`src/hw/tsc_pkg.sv`:
```
package tsc_pkg;

    typedef enum logic [2:0] {
        TSC_M0 = 3'b000,
        TSC_M1 = 3'b001,
        TSC_M2 = 3'b010,
        TSC_M3 = 3'b011,
        TSC_M4 = 3'b100,
        TSC_M5 = 3'b101
    } tsc_mode_t;

    localparam int          TSC_BW      = 16;
    localparam logic [15:0] TSC_CNT_RST = 16'h0000;
    localparam logic [15:0] TSC_BIN_MAX = 16'hFFFF;
    localparam logic [15:0] TSC_BCD_MAX = 16'h9999;
    localparam logic [15:0] TSC_ONE     = 16'h0001;
    localparam logic [15:0] TSC_TWO     = 16'h0002;
    localparam logic [15:0] TSC_THREE   = 16'h0003;
    localparam logic [3:0]  TSC_DIG_MAX = 4'h9;
    localparam tsc_mode_t   TSC_MODE_RST = TSC_M0;
    localparam logic        TSC_OUT_RST = 1'b0;

endpackage

```
`src/hw/tsc_channel.sv`:
```
`timescale 1ns/1ns
`default_nettype none

module tsc_channel (
    // System clock and reset
    input  wire logic                       sys_clk,
    input  wire logic                       resetn,
    // Host programming strobes
    input  wire logic                       setup_wr,
    input  wire tsc_pkg::tsc_mode_t         setup_mode,
    input  wire logic                       setup_bcd,
    input  wire logic                       count_wr,
    input  wire logic [tsc_pkg::TSC_BW-1:0] count_val,
    // Channel pins
    input  wire logic                       cnt_clk,
    input  wire logic                       gate,
    output logic                            cnt_out,
    output logic [tsc_pkg::TSC_BW-1:0]      count_now
);
    import tsc_pkg::*;

    // One step down; decimal digits borrow so no digit ever exceeds nine.
    function automatic logic [15:0] dec1(input logic [15:0] v,
                                         input logic bcd);
        logic [15:0] r;
        logic        borrow;
        r = v;
        borrow = 1'b1;
        if (!bcd) begin
            r = v - TSC_ONE;
        end else begin
            for (int i = 0; i < 4; i++) begin
                if (borrow) begin
                    if (v[i*4 +: 4] == 4'h0) begin
                        r[i*4 +: 4] = TSC_DIG_MAX;
                    end else begin
                        r[i*4 +: 4] = v[i*4 +: 4] - 4'h1;
                        borrow = 1'b0;
                    end
                end
            end
        end
        return r;
    endfunction

    logic        cclk_s1_reg, cclk_s2_reg, cclk_s3_reg;
    logic        gate_s1_reg, gate_s2_reg, gate_s3_reg;
    tsc_mode_t   mode_reg, mode_next;
    logic        bcd_reg, bcd_next;
    logic [15:0] init_reg, init_next;
    logic [15:0] count_reg, count_next;
    logic        out_reg, out_next;
    logic        pend_reg, pend_next;
    logic        run_reg, run_next;
    logic        armed_reg, armed_next;
    logic        done_reg, done_next;
    logic        trig_ff_reg, trig_ff_next;
    logic        trig_smp_reg, trig_smp_next;
    logic        gate_lvl_reg;

    // The link clock is sampled, not used as a clock, so the whole channel
    // stays in one domain; pin rates must stay well below a quarter of sys_clk.
    wire rise_ev   = cclk_s2_reg & ~cclk_s3_reg;
    wire fall_ev   = ~cclk_s2_reg & cclk_s3_reg;
    wire gate_rise = gate_s2_reg & ~gate_s3_reg;
    wire periodic  = (mode_reg == TSC_M2) || (mode_reg == TSC_M3);
    wire edge_mode = periodic || (mode_reg == TSC_M1)
                     || (mode_reg == TSC_M5);
    wire sw_load   = (mode_reg == TSC_M0) || (mode_reg == TSC_M4);
    wire cnt_en    = edge_mode && !periodic ? 1'b1 : gate_lvl_reg;
    wire load_go   = sw_load ? pend_reg
                   : periodic ? (pend_reg | trig_smp_reg)
                   : (trig_smp_reg & armed_reg);
    wire [15:0] d1 = dec1(count_reg, bcd_reg);
    wire [15:0] d2 = dec1(d1, bcd_reg);
    wire [15:0] d3 = dec1(d2, bcd_reg);
    wire [15:0] sq_step = !count_reg[0] ? TSC_TWO
                        : (out_reg ? TSC_ONE : TSC_THREE);
    wire [15:0] sq_next = !count_reg[0] ? d2 : (out_reg ? d1 : d3);
    wire        d1_zero = (d1 == TSC_CNT_RST);

    // Edge capture: a trigger is held until the next rising clock reads it.
    assign trig_ff_next  = (gate_rise & edge_mode)
                           | (trig_ff_reg & ~rise_ev & ~setup_wr);
    // A setup word drops a sampled trigger so no stale load follows it.
    assign trig_smp_next = setup_wr ? 1'b0
                         : rise_ev ? trig_ff_reg
                         : (fall_ev ? 1'b0 : trig_smp_reg);

    always_comb begin
        mode_next  = mode_reg;
        bcd_next   = bcd_reg;
        init_next  = init_reg;
        count_next = count_reg;
        out_next   = out_reg;
        pend_next  = pend_reg;
        run_next   = run_reg;
        armed_next = armed_reg;
        done_next  = done_reg;
        if (setup_wr) begin
            // Control logic clears in the write cycle itself.
            mode_next  = setup_mode;
            bcd_next   = setup_bcd;
            out_next   = (setup_mode != TSC_M0);
            pend_next  = 1'b0;
            run_next   = 1'b0;
            armed_next = 1'b0;
            done_next  = 1'b0;
        end else begin
            if (fall_ev && load_go) begin
                // The loading edge never decrements.
                count_next = init_reg;
                pend_next  = 1'b0;
                run_next   = 1'b1;
                done_next  = 1'b0;
                if (mode_reg == TSC_M1) begin
                    out_next = 1'b0;
                end
                if (mode_reg == TSC_M2 || mode_reg == TSC_M4
                    || mode_reg == TSC_M5) begin
                    // A reload ends a strobe in progress.
                    out_next = 1'b1;
                end
            end else if (fall_ev && run_reg && cnt_en) begin
                case (mode_reg)
                    TSC_M0, TSC_M1: begin
                        count_next = d1;
                        if (d1_zero) begin
                            out_next = 1'b1;
                        end
                    end
                    TSC_M2: begin
                        if (count_reg == TSC_ONE) begin
                            count_next = init_reg;
                            out_next   = 1'b1;
                        end else begin
                            count_next = d1;
                            out_next   = (d1 != TSC_ONE);
                        end
                    end
                    TSC_M3: begin
                        if (count_reg == sq_step) begin
                            count_next = init_reg;
                            out_next   = ~out_reg;
                        end else begin
                            count_next = sq_next;
                        end
                    end
                    default: begin
                        // Wraps on; the strobe fires once per load.
                        count_next = d1;
                        out_next   = ~(d1_zero & ~done_reg);
                        if (d1_zero) begin
                            done_next = 1'b1;
                        end
                    end
                endcase
            end
            if (count_wr) begin
                // Running periodic modes and the triggered strobe mode M5 keep running on the old count.
                init_next  = count_val;
                armed_next = 1'b1;
                if (sw_load || (periodic && !run_reg)) begin
                    pend_next = 1'b1;
                end
                if (mode_reg == TSC_M0) begin
                    out_next = 1'b0;
                end
            end
            if (periodic && !gate_s2_reg) begin
                out_next = 1'b1;
            end
        end
    end

    always_ff @(posedge sys_clk) begin
        if (!resetn) begin
            cclk_s1_reg  <= 1'b0;
            cclk_s2_reg  <= 1'b0;
            cclk_s3_reg  <= 1'b0;
            gate_s1_reg  <= 1'b0;
            gate_s2_reg  <= 1'b0;
            gate_s3_reg  <= 1'b0;
            gate_lvl_reg <= 1'b0;
            trig_ff_reg  <= 1'b0;
            trig_smp_reg <= 1'b0;
        end else begin
            cclk_s1_reg  <= cnt_clk;
            cclk_s2_reg  <= cclk_s1_reg;
            cclk_s3_reg  <= cclk_s2_reg;
            gate_s1_reg  <= gate;
            gate_s2_reg  <= gate_s1_reg;
            gate_s3_reg  <= gate_s2_reg;
            if (rise_ev) begin
                gate_lvl_reg <= gate_s2_reg;
            end
            trig_ff_reg  <= trig_ff_next;
            trig_smp_reg <= trig_smp_next;
        end
    end

    always_ff @(posedge sys_clk) begin
        if (!resetn) begin
            mode_reg  <= TSC_MODE_RST;
            bcd_reg   <= 1'b0;
            init_reg  <= TSC_CNT_RST;
            count_reg <= TSC_CNT_RST;
            out_reg   <= TSC_OUT_RST;
            pend_reg  <= 1'b0;
            run_reg   <= 1'b0;
            armed_reg <= 1'b0;
            done_reg  <= 1'b0;
        end else begin
            mode_reg  <= mode_next;
            bcd_reg   <= bcd_next;
            init_reg  <= init_next;
            count_reg <= count_next;
            out_reg   <= out_next;
            pend_reg  <= pend_next;
            run_reg   <= run_next;
            armed_reg <= armed_next;
            done_reg  <= done_next;
        end
    end

    assign cnt_out   = out_reg;
    assign count_now = count_reg;

    wire m5 = (mode_reg == TSC_M5);

    a_setup_out_level: assert property (
        @(posedge sys_clk) disable iff (!resetn)
        setup_wr |=> (out_reg == (mode_reg != TSC_M0)))
        else $error("setup word did not set output level");
    a_strobe_one_clk: assert property (
        @(posedge sys_clk) disable iff (!resetn)
        (m5 && !out_reg && fall_ev && !setup_wr) |=> out_reg)
        else $error("strobe lasted more than one channel clock");
    a_trig_load_init: assert property (
        @(posedge sys_clk) disable iff (!resetn)
        (m5 && fall_ev && trig_smp_reg && armed_reg && !setup_wr)
        |=> (count_reg == $past(init_reg)))
        else $error("trigger did not load initial count");
    a_write_no_load: assert property (
        @(posedge sys_clk) disable iff (!resetn)
        (m5 && count_wr && !fall_ev && !setup_wr) |=> $stable(count_reg))
        else $error("count write changed the strobe counter");
    a_gate_no_out: assert property (
        @(posedge sys_clk) disable iff (!resetn)
        (m5 && !fall_ev && !setup_wr) |=> $stable(out_reg))
        else $error("gate moved strobe output between clocks");
    a_edge_capture: assert property (
        @(posedge sys_clk) disable iff (!resetn)
        (gate_rise && edge_mode) |=> trig_ff_reg ##1 1'b1 [*1])
        else $error("gate rise not captured");
    a_capture_sampled: assert property (
        @(posedge sys_clk) disable iff (!resetn)
        (trig_ff_reg && rise_ev && !gate_rise && !setup_wr)
        |=> (trig_smp_reg && !trig_ff_reg))
        else $error("captured trigger not sampled and cleared");
    a_wrap_binary: assert property (
        @(posedge sys_clk) disable iff (!resetn)
        (m5 && fall_ev && run_reg && !load_go && !bcd_reg && !setup_wr
         && count_reg == TSC_CNT_RST) |=> (count_reg == TSC_BIN_MAX))
        else $error("counter did not wrap to all ones");
    a_wrap_decimal: assert property (
        @(posedge sys_clk) disable iff (!resetn)
        (m5 && fall_ev && run_reg && !load_go && bcd_reg && !setup_wr
         && count_reg == TSC_CNT_RST) |=> (count_reg == TSC_BCD_MAX))
        else $error("decimal counter did not wrap to 9999");
    a_periodic_gate: assert property (
        @(posedge sys_clk) disable iff (!resetn)
        (periodic && !gate_s2_reg && !setup_wr) |=> out_reg)
        else $error("periodic output not high with gate low");
    a_rate_reload: assert property (
        @(posedge sys_clk) disable iff (!resetn)
        (mode_reg == TSC_M2 && fall_ev && run_reg && cnt_en && !load_go
         && !setup_wr && count_reg == TSC_ONE)
        |=> (count_reg == $past(init_reg)))
        else $error("rate mode did not reload");
    a_oneshot_start: assert property (
        @(posedge sys_clk) disable iff (!resetn)
        (mode_reg == TSC_M1 && fall_ev && load_go && !setup_wr) |=> !out_reg)
        else $error("one-shot output did not go low after trigger");

endmodule

`default_nettype wire

```
`config.mk`:
```
export PLATFORM = sky130hd
export DESIGN_NAME = tsc_channel
export DESIGN_NICKNAME = d
export VERILOG_FILES = /design/src/hw/tsc_pkg.sv /design/src/hw/tsc_channel.sv
export SDC_FILE = /design/constraint.sdc
export NUM_CORES = 1
export LEC_CHECK = 0
export BUFFER_PORTS_ARGS = -buffer_cell sky130_fd_sc_hd__clkbuf_2
export CELL_PAD_IN_SITES_DETAIL_PLACEMENT = 0
export CELL_PAD_IN_SITES_GLOBAL_PLACEMENT = 2
export CORE_ASPECT_RATIO = 0.5
export CORE_UTILIZATION = 31
export DETAILED_ROUTE_END_ITERATION = 10
export MAX_ROUTING_LAYER = met4
export PLACE_DENSITY = 0.86
export SLEW_MARGIN = 5
export SYNTH_ARGS = -nofsm -noshare
export SYNTH_HDL_FRONTEND = slang
export SYNTH_SLANG_ARGS = --single-unit
```
`constraint.sdc`:
```
create_clock -name sys_clk -period 4.1 [get_ports sys_clk]
set_input_delay 0 -clock sys_clk [delete_from_list [all_inputs] [get_ports sys_clk]]
set_output_delay 0 -clock sys_clk [all_outputs]
set_load 0.005 [all_outputs]
```
==> impl_results.md <==
- Post-synthesis sequential area ratio: just under 20%
- Num CTS Buffers: 5
- R2R setup slack: between 0.2 and 0.25 ns
- Vias per inst: around 6
- Drt drc: 0
- Slew Limit Fails: 0
- Actual slew at the worst max-slew pin: ~1.1 ns
- CTS H-tree lvls: 2
- Fin crit share: a little over nine tenths
- Die width: 182.3 microns
- CTS tree: yes
- Placed Area: around 5900 sq um
- Hpwl dp: roughly 17,000 microns
- Routability cong.: just under 1
- R2R Path End: count_now[13]
- Mapped Cells: approximately 720
- Worst R2R Start: count_now[1]
- Initial drt markers: 686
- Core footprint: 15,660 sq um
- Fin. Hold Viols: 0
- Setup TNS: 0 ns
- Crit Path Category: flop to flop
- Clock Pin Slew Worst Setup and Hold Paths: 0.08 ns
- Largest net degree at the start of global routing: just under 50
- CP Data Required Time: roughly 4.3 ns
- Post-synth ARST share: 0%
- R2R depth: 16
- Clk_skew: around 0.012 ns
- Max-cap check violation count: 0
- Net Count, Synth: 757
- Min-delay worst type: input port to flop
- Hold Startpoint: setup_bcd
- Clock Path Buffers: 2
- Avg Cell Area, Syn: approximately 7 sq um
- Post-synth EDFFs: 0
- CP Max Fanout: 9
- Power Dens Cells: about 210 nW/um^2
- First-pass GRT wire length: roughly 34,000 microns
- Total die area: 16,790 sq um
- CTS Sinks: 50
- DR WL/cell: approximately 21 microns
- Final Instance Area: between 6000 and 7000 sq um
- Layout area overhead: 27.22%
- Total Routing Usage GR: between 20% and 30%
- Worst IR drop on VDD: about 0.00016 V
- Routed wire length: about 22,000 microns
- RSZ-0062 raised after global routing: yes
- Later-pin clock latency in the skew report: 0.30 ns
- Grt ovf: 0
- Pleak: 0.002386 uW
- I/O pin count: 43
- CP cell instances: buf_4, or4_1, o21ai_1, a31oi_1, a41oi_2, ha_1, or4_1, o211ai_1, o211a_2, inv_1, ha_1, inv_1, or3b_1, nand2_1, o21a_1, o31ai_1
- Synthesized flop and latch total: 50
- Slew margin rel.: 28.73%
- Antenna cells: 0
- IO buf count: 42
- WP data arrival: 4.11 ns
- Chip height: about 90 microns
- Min Tclk post-route: between 3 and 4 ns
- CP Launch Type: flop
- Peak Freq: approximately 0.26 GHz
- Detail Route Antenna Nets: 0
- Slowest-stage cell, CP: or4_1
- Synth warnings: 0
- Nets: ~850
- Share of layout cells above drive strength 1: 21.62%
- Vias in the first global route: roughly 5,700
- Post-synthesis cell area: approximately 5000 sq um
- Hold depth: 3
- # setup viols final: 0
- Post-layout util: between 40% and 50%
- Rows: 32
- Status: finished, final reports clean
- Total number of vias: between 6,000 and 7,000
- Setup crit end kind: flop
- Synth Flop Type: dfxtp_1
- Hold EP: bcd_reg
- Synth unique cells: between 80 and 90
- Initial antenna violation count: 0
- Starting density of the core: between 30% and 40%
- Max stage delay on crit path: roughly 0.62 ns
- Detailed Routing Iterations Pass 1: 5
- Clock root buffer: clkbuf_16
[stage by stage]
| step | hold slack, ns | setup WS, ns | std cells | power (uW) |
|---|---|---|---|---|
| final | 0.06135 | 0.2011 | 1035 | 1323 |
| after global routing | 0.08358 | -0.03563 | 1035 | 1374 |
| after CTS | 0.05554 | 0.07929 | 1033 | 1301 |
| after detailed placement | 0.2109 | 0.1313 | 1003 | 837.0 |
| after global placement | 0.2051 | 0.2026 | 1003 | 836.7 |
| after floorplan | 0.1158 | 0.004040 | 721 | 720.0 |
[critical path, delay by kind of cell, from the launching register on]
family / cells / cell delay, ns
compound gates: 7 / 1.39
fa+ha+maj: 2 / 0.47
buf+inv: 3 / 0.32
simple gates: 4 / 1.33
flops: 1 / 0.31
[metal layers]
layer  vias to the layer above  share of wire, %  global-route usage (%)
met5                         -                 0                       -
met4                         0              0.64                   3.151
met3                        15                12                   9.015
met2                       332                38                   36.43
met1                      2925                49                   38.79
li1                       2896                 -                       -
[cells by family after synthesis]
logic type / after synthesis / share of synthesized area (%)
adder cells (fa/ha/maj): 10 / 2.484
buffers and inverters: 80 / 6.582
XOR/XNOR: 18 / 3.130
AO/OA/AOI/OAI: 263 / 35.89
multiplexers: 13 / 2.633
AND/OR/NAND/NOR: 287 / 29.41
flip-flops: 50 / 19.87
[power by group]
part / total, uW / internal, uW / leakage [uW] / switching (uW)
Combinational: 354 / 145 / 0.00190 / 209
Sequential: 515 / 500 / 0.000408 / 14.8
Clock: 454 / 233 / 0.0000748 / 221
Total: 1320 / 878 / 0.00239 / 445
[final cells by class]
cell class                      instances  area, sq um
Timing Repair Buffer                  142         1020
Clock buffer                            5        125.1
Clock inverter                          3        26.28
Tap cell                              221        276.5
Sequential cell                        50         1003
Fill cell                            1644         9246
Inverter                               23        87.58
Multi-Input combinational cell        591         3870
[synth_stat cells (5+ instances only)]
master	n	share of area [%]
a31oi_1	12	1.5
ha_1	10	2.5
or3_1	6	0.75
and2_1	14	1.7
xnor2_1	17	3.0
o211ai_1	17	2.5
o31ai_1	9	1.3
dfxtp_1	50	20
a211oi_1	7	1.0
or4_1	5	0.75
nand2_1	92	6.9
a21oi_1	61	6.1
o221ai_1	10	1.7
nor4_1	12	1.5
nor2b_1	10	1.2
inv_1	21	1.6
nor2_1	60	4.5
and3_1	6	0.75
clkbuf_1	42	3.1
a21boi_0	20	3.0
o21a_1	7	1.0
nand2b_1	5	0.62
o41ai_1	5	0.87
mux2i_1	11	2.2
nand3_1	19	1.9
nor3_1	20	2.0
o21ai_0	45	4.5
a22oi_1	10	1.5
buf_2	7	0.70
a221oi_1	5	0.87
o22ai_1	6	0.75
buf_1	5	0.37
[cell usage in the layout (no fill, tap or decap), drive strengths merged, types with 9 or more instances in the layout]
cell type and count:
a21boi 20, a21oi 61, a22oi 12, a31oi 12, and2 14, buf 78
clkbuf 47, dfxtp 50, dlygate4sd3 22, ha 10, inv 23, mux2i 11
nand2 92, nand3 19, nor2 62, nor2b 10, nor3 23, nor4 14
o211ai 18, o21ai 47, o221ai 11, o31ai 9, xnor2 17
[what timing repair did]
action                                 4_1_cts  5_1_grt
setup endpoints to repair                    0        9
gates resized for setup                      0       25
hold buffers                                22        0
buffers inserted                             0        2
endpoints found under the hold margin       22        0
[how the worst max path moves through the flow]
| stage | from | end | slack (ns) | cells past startpoint |
|---|---|---|---|---|
| detailed placement | count_now[1] | count_now[13] | 0.13 | 18 |
| finish | count_now[1] | count_now[13] | 0.20 | 16 |
| CTS | count_now[1] | count_now[12] | 0.08 | 18 |
| global route | count_now[1] | count_now[15] | -0.04 | 15 |
| floorplan | count_now[0] | count_now[13] | 0.004 | 18 |
| global placement | count_now[1] | count_now[12] | 0.20 | 18 |
Note: power is estimated with default switching activity, not from simulation.
